$ cat src/autoneg_defs.svh
// constants for the auto-negotiation advertisement and configuration registers
`ifndef AUTONEG_DEFS_SVH
`define AUTONEG_DEFS_SVH

// word index of each register; byte address is index times four
`define ADV_P1_IDX 8'hA6
`define ADV_P2_IDX 8'hA7
`define ADV_P3_IDX 8'hA8
`define ADV_P4_IDX 8'hA9
`define CFG_IDX 8'hAA
`define SPEED_IDX 8'hAB
`define STRAP_IDX 8'hAC
`define STATE_IDX 8'hAD

// advertisement field positions
`define ADV_NP 15
`define ADV_RF 13
`define ADV_T4 9
`define ADV_TXFD 8
`define ADV_TX 7
`define ADV_10FD 6
`define ADV_10 5
`define ADV_SEL_HI 4
`define ADV_SEL_LO 0

// writable advertisement bits: next page, remote fault, tx fd, tx
`define ADV_WMASK 16'hA180
`define ADV_RESET 16'h0000
`define ADV_TX_RESET 1'h1
`define SEL_8023 5'h01

// configuration fields
`define CFG_RESTART_HI 7
`define CFG_RESTART_LO 4
`define CFG_EN_HI 3
`define CFG_EN_LO 0
`define EN_RESET 4'hF

// port speed control: one bit per port, 1 = 100 Mb forced
`define SPEED_RESET 4'hF

`define NUM_PORTS 4
`define ZERO16 16'h0000
`define ZERO32 32'h00000000

`endif

$ cat src/autoneg_pkg.sv
// types for the auto-negotiation register block
package autoneg_pkg;
  typedef logic [15:0] adv_word_t;
  typedef logic [3:0] port_mask_t;
endpackage

$ cat src/adv_port_reg.sv
// one port's ability advertisement word with its derived read-only bits
`timescale 1ns/100ps
`include "autoneg_defs.svh"
module adv_port_reg
  import autoneg_pkg::*;
(
  // clock and reset
  input wire logic clk_i,
  input wire logic rst_i,
  // write access
  input wire logic we_i,
  input wire logic [1:0] sel_i,
  input wire logic [15:0] wdata_i,
  // configuration
  input wire logic an_en_i,
  input wire logic speed_100_i,
  // advertised word
  output autoneg_pkg::adv_word_t adv_o
);
  import autoneg_pkg::*;

  logic next_page;
  logic remote_fault;
  logic tx_fd;
  logic tx_hd;
  logic ten_hd;

  always_ff @(posedge clk_i) begin
    if (rst_i) begin
      next_page <= 1'h0;  // [RULE_01]
      remote_fault <= 1'h0;  // [RULE_03]
      tx_fd <= 1'h0;  // [RULE_05]
      tx_hd <= `ADV_TX_RESET;  // [RULE_06]
    end else begin
      if (we_i && sel_i[1]) begin
        next_page <= wdata_i[`ADV_NP];  // [RULE_01]
        remote_fault <= wdata_i[`ADV_RF];  // [RULE_03]
        tx_fd <= wdata_i[`ADV_TXFD];  // [RULE_05]
      end
      if (we_i && sel_i[0]) begin
        tx_hd <= wdata_i[`ADV_TX];  // [RULE_06]
      end
    end
  end

  // 10BASE-T follows negotiation enable and forced speed; bit 5 is always set when enabled
  assign ten_hd = an_en_i || !speed_100_i;  // [RULE_07] [RULE_15]

  // reserved bits and T4 stay zero; selector is the fixed legal code
  always_comb begin
    adv_o = `ZERO16;  // [RULE_02] [RULE_04]
    adv_o[`ADV_NP] = next_page;
    adv_o[`ADV_RF] = remote_fault;
    adv_o[`ADV_TXFD] = tx_fd;
    adv_o[`ADV_TX] = tx_hd;
    adv_o[`ADV_10FD] = 1'h0;  // [RULE_07]
    adv_o[`ADV_10] = ten_hd;  // [RULE_07]
    adv_o[`ADV_SEL_HI:`ADV_SEL_LO] = `SEL_8023;  // [RULE_08]
  end
endmodule // adv_port_reg

$ cat src/autoneg_regs.sv
// auto-negotiation advertisement and configuration registers, wishbone slave
// Operation
// RULE_01: bit 15 advertises next page, resets 0
// RULE_02: bits 14, 12:10 reserved, zero
// RULE_03: bit 13 advertises remote fault, resets 0
// RULE_04: bit 9 T4 unsupported, always 0
// RULE_05: bit 8 advertises TX full duplex
// RULE_06: bit 7 advertises TX, resets 1
// RULE_07: bits 6,5 read-only; bit 5 derived
// RULE_08: selector fixed at 00001, never reserved
// RULE_09: restart bits act only when port enabled
// RULE_10: restart overrides strapped port configuration
// RULE_11: restart bits self-clear, reset zero
// RULE_12: enable bits read-write, reset one
// RULE_13: software writes speed and configuration registers
// RULE_14: disabled port uses forced speed
// RULE_15: enabled port advertises all abilities; code only forces bit 5, bits 8, 7 stay as written
//
// Our own choices: the Wishbone register port and the register addresses.
`timescale 1ns/100ps
`include "autoneg_defs.svh"
module autoneg_regs
  import autoneg_pkg::*;
(
  // clock and reset
  input wire logic clk_i,
  input wire logic rst_i,
  // wishbone slave
  input wire logic cyc_i,
  input wire logic stb_i,
  input wire logic we_i,
  input wire logic [9:0] adr_i,
  input wire logic [3:0] sel_i,
  input wire logic [31:0] dat_i,
  output logic [31:0] dat_o,
  output logic ack_o,
  output logic err_o,
  // external strapped configuration pins
  input wire logic [3:0] strap_an_en_i,
  // port control toward negotiation engines
  output autoneg_pkg::port_mask_t restart_o,
  output autoneg_pkg::port_mask_t an_active_o,
  output autoneg_pkg::port_mask_t speed_100_o,
  output autoneg_pkg::adv_word_t adv_p1_o,
  output autoneg_pkg::adv_word_t adv_p2_o,
  output autoneg_pkg::adv_word_t adv_p3_o,
  output autoneg_pkg::adv_word_t adv_p4_o
);
  import autoneg_pkg::*;

  ////////////////////////////////////////////////////////////////////////////
  // bus decode
  logic [7:0] word_idx;
  logic access;
  logic wr_stb;
  logic hit_adv1;
  logic hit_adv2;
  logic hit_adv3;
  logic hit_adv4;
  logic hit_cfg;
  logic hit_speed;
  logic hit_strap;
  logic hit_state;
  logic mapped;

  assign word_idx = adr_i[9:2];
  assign access = cyc_i && stb_i && !ack_o && !err_o;
  assign hit_adv1 = word_idx == `ADV_P1_IDX;
  assign hit_adv2 = word_idx == `ADV_P2_IDX;
  assign hit_adv3 = word_idx == `ADV_P3_IDX;
  assign hit_adv4 = word_idx == `ADV_P4_IDX;
  assign hit_cfg = word_idx == `CFG_IDX;
  assign hit_speed = word_idx == `SPEED_IDX;
  assign hit_strap = word_idx == `STRAP_IDX;
  assign hit_state = word_idx == `STATE_IDX;
  assign mapped = hit_adv1 || hit_adv2 || hit_adv3 || hit_adv4 || hit_cfg
    || hit_speed || hit_strap || hit_state;
  assign wr_stb = access && we_i && mapped;

  ////////////////////////////////////////////////////////////////////////////
  // strap pins come from outside: two-stage synchroniser
  port_mask_t strap_meta;
  port_mask_t strap_sync;

  always_ff @(posedge clk_i) begin
    if (rst_i) begin
      strap_meta <= `EN_RESET;
      strap_sync <= `EN_RESET;
    end else begin
      strap_meta <= strap_an_en_i;
      strap_sync <= strap_meta;
    end
  end

  ////////////////////////////////////////////////////////////////////////////
  // configuration, speed control and software override
  port_mask_t an_en;
  port_mask_t speed_100;
  port_mask_t sw_override;
  port_mask_t restart_wr;
  port_mask_t next_restart;
  port_mask_t next_override;
  port_mask_t eff_en;

  // a restart write takes effect only on enabled ports
  assign restart_wr = (wr_stb && hit_cfg && sel_i[0])
    ? (dat_i[`CFG_RESTART_HI:`CFG_RESTART_LO] & an_en) : 4'h0;  // [RULE_09]
  assign next_restart = restart_wr;  // [RULE_11]
  // once software restarts a port, the strap no longer governs it
  assign next_override = sw_override | restart_wr;  // [RULE_10]
  assign eff_en = (an_en & sw_override) | (an_en & strap_sync & ~sw_override);

  always_ff @(posedge clk_i) begin
    if (rst_i) begin
      an_en <= `EN_RESET;  // [RULE_12]
      speed_100 <= `SPEED_RESET;
      sw_override <= 4'h0;
    end else begin
      if (wr_stb && hit_cfg && sel_i[0]) begin
        an_en <= dat_i[`CFG_EN_HI:`CFG_EN_LO];  // [RULE_12] [RULE_13]
      end
      if (wr_stb && hit_speed && sel_i[0]) begin
        speed_100 <= dat_i[`NUM_PORTS-1:0];  // [RULE_13]
      end
      sw_override <= next_override;
    end
  end

  ////////////////////////////////////////////////////////////////////////////
  // per-port advertisement words
  adv_word_t adv_w [`NUM_PORTS];
  logic [`NUM_PORTS-1:0] adv_hit;

  assign adv_hit = {hit_adv4, hit_adv3, hit_adv2, hit_adv1};

  genvar g;
  generate
    for (g = 0; g < `NUM_PORTS; g++) begin : g_port
      adv_port_reg u_adv (
        .clk_i(clk_i),
        .rst_i(rst_i),
        .we_i(wr_stb && adv_hit[g]),
        .sel_i(sel_i[1:0]),
        .wdata_i(dat_i[15:0]),
        .an_en_i(eff_en[g]),
        .speed_100_i(speed_100[g]),
        .adv_o(adv_w[g])
      );
    end
  endgenerate

  ////////////////////////////////////////////////////////////////////////////
  // read mux; restart bits read as zero since they are write-only
  logic [31:0] rd_data;

  assign rd_data = hit_adv1 ? {`ZERO16, adv_w[0]}
    : hit_adv2 ? {`ZERO16, adv_w[1]}
    : hit_adv3 ? {`ZERO16, adv_w[2]}
    : hit_adv4 ? {`ZERO16, adv_w[3]}
    : hit_cfg ? {24'h000000, 4'h0, an_en}  // [RULE_11]
    : hit_speed ? {28'h0000000, speed_100}
    : hit_strap ? {28'h0000000, strap_sync}
    : hit_state ? {28'h0000000, eff_en}
    : `ZERO32;

  ////////////////////////////////////////////////////////////////////////////
  // bus answer and registered outputs
  always_ff @(posedge clk_i) begin
    if (rst_i) begin
      ack_o <= 1'h0;
      err_o <= 1'h0;
      dat_o <= `ZERO32;
      restart_o <= 4'h0;  // [RULE_11]
      an_active_o <= `EN_RESET;
      speed_100_o <= `SPEED_RESET;
      adv_p1_o <= `ZERO16;
      adv_p2_o <= `ZERO16;
      adv_p3_o <= `ZERO16;
      adv_p4_o <= `ZERO16;
    end else begin
      ack_o <= access && mapped;
      err_o <= access && !mapped;
      dat_o <= (access && mapped && !we_i) ? rd_data : `ZERO32;
      restart_o <= next_restart;  // [RULE_09] [RULE_11]
      an_active_o <= eff_en;
      // a disabled port runs at the forced speed  [RULE_14]
      speed_100_o <= speed_100;
      adv_p1_o <= adv_w[0];
      adv_p2_o <= adv_w[1];
      adv_p3_o <= adv_w[2];
      adv_p4_o <= adv_w[3];
    end
  end
endmodule // autoneg_regs

$ cat config.mk
export PLATFORM = sky130hd
export DESIGN_NAME = autoneg_regs
export DESIGN_NICKNAME = d
export VERILOG_FILES = /design/src/autoneg_pkg.sv /design/src/adv_port_reg.sv /design/src/autoneg_regs.sv
export VERILOG_INCLUDE_DIRS = /design/src /design/src/src
export SDC_FILE = /design/constraint.sdc
export NUM_CORES = 1
export LEC_CHECK = 0
export BUFFER_PORTS_ARGS = -buffer_cell sky130_fd_sc_hd__buf_2
export CORE_MARGIN = 2
export CORE_UTILIZATION = 49
export CTS_BUF_LIST = sky130_fd_sc_hd__clkbuf_4 sky130_fd_sc_hd__clkbuf_8
export DETAILED_ROUTE_END_ITERATION = 10
export PLACE_DENSITY = 0.8
export SLEW_MARGIN = 20
export SYNTH_ARGS = -nofsm -noshare
export SYNTH_HDL_FRONTEND = slang
export SYNTH_HIERARCHICAL = 1
export SYNTH_SLANG_ARGS = --single-unit
$ cat constraint.sdc
create_clock -name clk_i -period 1.6 [get_ports clk_i]
set_input_delay 0.08 -clock clk_i [delete_from_list [all_inputs] [get_ports clk_i]]
set_output_delay 0.08 -clock clk_i [all_outputs]
set_load 0.01 [all_outputs]
# Word-level counts from Yosys, hierarchy flattened
# Cells that the tools add are included.
# classes
n_eq_ne	8
muxes	13
n_bitwise	8
reduce_logical	46
# ops
op	n
== test 8 bit, second input constant	8
two-way mux 16 bit	4
logical AND 1 bit	24
two-way mux 4 bit	5
AND 4 bit	4
logical OR 1 bit	11
OR reduction 9 bit	1
logical NOT 1 bit	8
OR 4 bit	2
OR reduction 6 bit	1
two-way mux 1 bit	4
NOT 4 bit	1
OR reduction 2 bit	1
NOT 1 bit	1
# word_totals
reg_bits	146

# Logic depth before layout (Yosys ltp)
# logic_depth
ltp_word	13
depth_mapped	9
depth_no_buf	6

# Hierarchy
# Netlist, hierarchy kept.
# by_module_without_submodules
mod	instances	cells_each	area_each_um2	seq_area_each_um2
autoneg_regs	1	426	4226.6	2282.2
adv_port_reg	4	35	306.5	80.1

# Worst setup path after synthesis
# No wires, ideal clock.
# synth_path
kind	input to register
from	input port adr_i[2]
to	register g_port[1].u_adv.tx_hd
setup_time_ps	122
arrival_ps	1510
required_time_ps	1478
setup_slack_ps	-32
stages	8
n_path_buf	4
cell_sequence	buf_2 -> clkbuf_1 -> and3_1 -> buf_1 -> nor2b_1 -> buf_6 -> a21boi_2 -> a311o_1
# synth_via
elab_chain_len	11
# synth_lines
item	line_no	source
from (decl)	autoneg_regs.sv:32	input wire logic [9:0] adr_i,
== test 8 bit (no line)	n/a	
logical OR 1 bit (4 in series)	autoneg_regs.sv:76	assign mapped = hit_adv1 || hit_adv2 || hit_adv3 || hit_adv4 || hit_cfg
logical OR 1 bit (3 in series)	autoneg_regs.sv:77	|| hit_speed || hit_strap || hit_state;
logical AND 1 bit	autoneg_regs.sv:78	assign wr_stb = access && we_i && mapped;
logical AND 1 bit (*)	autoneg_regs.sv:142	.we_i(wr_stb && adv_hit[g]),
logical AND 1 bit (*)	adv_port_reg.sv:40	if (we_i && sel_i[0]) begin
to (signal assigned)	adv_port_reg.sv:33	tx_hd <= `ADV_TX_RESET;
to (signal assigned)	adv_port_reg.sv:41	tx_hd <= wdata_i[`ADV_TX];
to (decl)	adv_port_reg.sv:25	logic tx_hd;
# Mark *: on every way between the ends. The rest lies on a longest branch, timed or not.
# A chain may end at the register's enable or synchronous reset.

# Worst setup path after layout
# layout_path
from	register ack_o
to	register dat_o[13]
# layout_via
elab_chain_len	7
# layout_lines
item	line_no	source
from (decl)	autoneg_regs.sv:36	output logic ack_o,
from (signal assigned)	autoneg_regs.sv:181	ack_o <= access && mapped;
logical NOT 1 bit	autoneg_regs.sv:67	assign access = cyc_i && stb_i && !ack_o && !err_o;
logical AND 1 bit (2 in series)	autoneg_regs.sv:67	
logical AND 1 bit (2 in series)	autoneg_regs.sv:183	dat_o <= (access && mapped && !we_i) ? rd_data : `ZERO32;
NOT 1 bit (no line)	n/a	
OR reduction 2 bit (no line)	n/a	
to (signal assigned)	autoneg_regs.sv:172	dat_o <= `ZERO32;
to (signal assigned)	autoneg_regs.sv:183	
to (decl)	autoneg_regs.sv:35	output logic [31:0] dat_o,
# Every way passes these cells.

==> results.py <==
metrics = {
    "run_status": {
        "outcome": "finished with violations",
        "violations": "setup timing",
    },
    "worst_setup_path": {
        "critPathMaxFanout": 9,
        "worstSetupPathDepth": 6,
        "start_kind": "flop",
        "worstPathRequired_ns": 1.96,
        "slowest_delay_ns": 0.37,
        "cp-end-kind": "flop",
        "r2r_cells": 6,
        "r2r-start": "ack_o",
        "crit_arrival_ns": 1.97,
        "reg2reg_to": "dat_o[13]",
        "worstSetupPathType": "reg2reg",
        "worstPathCellList": "and4bb_4 > nand2_1 > or3_1 > buf_6 > buf_4 > a21oi_1",
        "crit_path_end": "dat_o[13]",
        "slowest_stage": "and4bb_4",
        "cp_num_buf_inv": 2,
        "rrSetupSlack_ns": -0.003,
        "cp-startpoint": "ack_o",
        "cpLargestDelayFamily": "simple AND/OR/NAND/NOR gates",
    },
    "timing": {
        "hold_viol": 0,
        "period_minus_slack_ns": 1.60,
        "rsz0062_at_grt": "yes",
        "fin_crit_sh_pct": 100,
        "fmax_ghz": 0.624,
        "relSlewSlack_pct": 62.7,
        "layout_setup_ws_ns": -0.00310,
        "maxSlewViolCount": 0,
        "tightest_slew_ns": 0.554,
        "setup_viol": 1,
        "final.setup_skew_ns": 0.00995,
    },
    "global_routing": {
        "track_usage_pct": 21.2,
        "use_met1_pct": 26.9,
        "met2_usage_pct": 33.7,
        "antenna_found_initial": 0,
        "grt_pass1_vias": 3947,
        "met3_usage_pct": 5.39,
        "busiest_layer": "met2",
        "grt_overflow_total": 0,
        "grt_pass1_wl_microns": 19300,
        "grt_max_degree": 101,
    },
    "finish": {
        "design_area_sq_mm": 0.00665,
        "diodes": 0,
        "drive_above_1_share_pct": 32.9,
        "synthToLayoutAreaGrowth_pct": 22.0,
        "num-fill-cells": 908,
        "instances_no_fill": 858,
        "fin_util_pct": 61.4,
        "fin_nets": 761,
    },
    "clock_tree": {
        "cts_tree": "yes",
        "clockRootBuffer": "clkbuf_8",
        "cts_buffer_depth": 2,
        "clkSlewWorstSetupHoldPaths_ns": 0.08,
        "clk_latency_ns": 0.43,
        "ctsHtreeMaxLevel": 4,
        "cts_buffers": 17,
        "cts.sinks": 130,
    },
    "synth": {
        "synth_cell_types": 49,
        "synthTopCellsByCount": "dfxtp_1, buf_4, nor2b_1",
        "synth_edf_count": 0,
        "synth-seq-cells": 130,
        "syn_inst": 566,
        "syn_area_sq_mm": 0.00545,
        "synthTopCellsByArea": "dfxtp_1, buf_4, nor2b_1",
        "yosysTopAreaCellShare_pct": 47.7,
        "ys_warn_count": 6,
        "synthArstFlopShare_pct": 0,
        "synth_top_area_cell": "dfxtp_1",
        "synth-main-ff-cell": "dfxtp_1",
        "synth.most_common_cell": "dfxtp_1",
        "seq_area_frac_synth_pct": 47.7,
        "syn_avg_cell_area_sq_um": 9.63,
    },
    "place": {
        "dpl.hpwl_microns": 8790,
        "place_congestion": 0.851,
        "dp_cells": 805,
        "portBuffers": 123,
        "placed_area_sq_mm": 0.00598,
    },
    "route": {
        "viasPerCell": 4.91,
        "via_count": 4214,
        "drt_wl_total_microns": 12500,
        "wl_per_cell_microns": 14.5,
        "drc": 0,
        "first_iter_violations": 207,
        "drtAntennaViolNets": 0,
        "drtPass1Iterations": 4,
    },
    "die": {
        "die_y_microns": 109,
        "rows": 38,
        "die_x_microns": 109,
        "placeableCoreArea_sq_mm": 0.0108,
        "dieArea_sq_mm": 0.0120,
        "pin_count": 165,
        "initial_core_util_pct": 50.3,
    },
    "power_and_ir_drop": {
        "p_leak_nw": 2.84,
        "vdd_drop_max_mv": 0.569,
        "power.density_mw_per_mm2": 990,
    },
    "hold_path": {
        "hp-class": "in2reg",
    },
    "run": {
        "drv_cap": 0,
    },
}
==> stage by stage <==
step | setup TNS [ns] | hold slack, ns | power, W | setup WS (ns)
floorplan | -0.0107 | 0.149 | 0.00380 | -0.0107
global placement | -0.0499 | 0.262 | 0.00391 | -0.0225
detailed placement | -0.158 | 0.266 | 0.00391 | -0.0593
CTS | -0.0203 | 0.0678 | 0.00663 | -0.0203
global route | -0.917 | 0.0926 | 0.00685 | -0.0739
finish | -0.00310 | 0.0883 | 0.00659 | -0.00310
==> timing repair <==
action,in CTS,in global routing
hold endpoints to repair,35,0
pin swaps,3,1
endpoints found under the setup margin,7,19
gates resized for setup,5,9
buffers inserted,3,4
hold buffers,15,0
==> cell usage in the layout (no fill, tap or decap), drive strengths merged, types with 5 or more instances in the layout <==
cell	Yosys	routed
buf	98	170
nor2b	68	68
nand4bb	5	5
clkbuf	17	18
a41oi	8	8
conb	9	60
a22o	8	8
dlygate4sd3	0	15
a21oi	23	23
a21boi	5	5
nor3	13	13
nand3	29	29
inv	6	8
nand4b	5	5
nand2	29	29
o21ai	18	18
nor2	10	10
or2	12	12
a21bo	12	12
nand2b	6	6
dfxtp	130	130
a22oi	10	10
clkinv	0	5
==> cell type report <==
cell class,count,area [sq um],share of cell area (%)
clock buffers,18,248,3.72
clock inverters,13,136,2.05
inverters,6,22.5,0.339
multi-input cells,366,2310,34.7
flip-flops and latches,130,2600,39.1
well taps,140,175,2.63
repair buffers,185,1160,17.4
==> per-layer routing <==
layer	routed length, microns	part of all wire [%]
met1	5400	43
met2	6070	49
met3	654	5.2
met4	338	2.7
met5	0	0
==> worst min-delay path by stage <==
stage | from | to | slack [ns] | depth (start not counted)
2_1_floorplan | rst_i | g_port[0].u_adv/next_page | 0.15 | 1
3_3_place_gp | strap_an_en_i[2] | strap_meta[2] | 0.26 | 2
5_1_grt | sel_i[0] | g_port[0].u_adv/tx_hd | 0.09 | 2
6_report | sel_i[0] | g_port[3].u_adv/tx_hd | 0.09 | 2
3_5_place_dp | strap_an_en_i[2] | strap_meta[2] | 0.27 | 2
4_1_cts | sel_i[0] | g_port[3].u_adv/tx_hd | 0.07 | 2
==> flip-flops by register name, indices dropped and copies added (netlist names) <==
name                       cells
strap_sync                     4
adv_p4_o                      16
speed_100                      4
sw_override                    4
strap_meta                     4
err_o                          1
speed_100_o                    4
g_port.u_adv/remote_fault      4
g_port.u_adv/next_page         4
g_port.u_adv/tx_fd             4
adv_p1_o                      16
adv_p2_o                      16
g_port.u_adv/tx_hd             4
dat_o                         16
restart_o                      4
an_active_o                    4
ack_o                          1
adv_p3_o                      16
an_en                          4
==> power breakdown <==
| part | switching [W] | total (W) | internal [W] |
|---|---|---|---|
| clock network | 0.00128 | 0.00269 | 0.00141 |
| logic | 0.000324 | 0.000553 | 0.000230 |
| registers | 0.0000202 | 0.00334 | 0.00332 |
==> logic make-up (layout without fill, tap and decap cells) <==
family,after synthesis,after routing,share of synthesized area (%)
AO/OA/AOI/OAI,109,109,15.4
buffers and inverters,121,222,14.8
flip-flops,130,130,47.7
multiplexers,2,2,0.413
other,9,60,0.620
AND/OR/NAND/NOR,195,195,21.1
(Power assumes the default switching activity.)
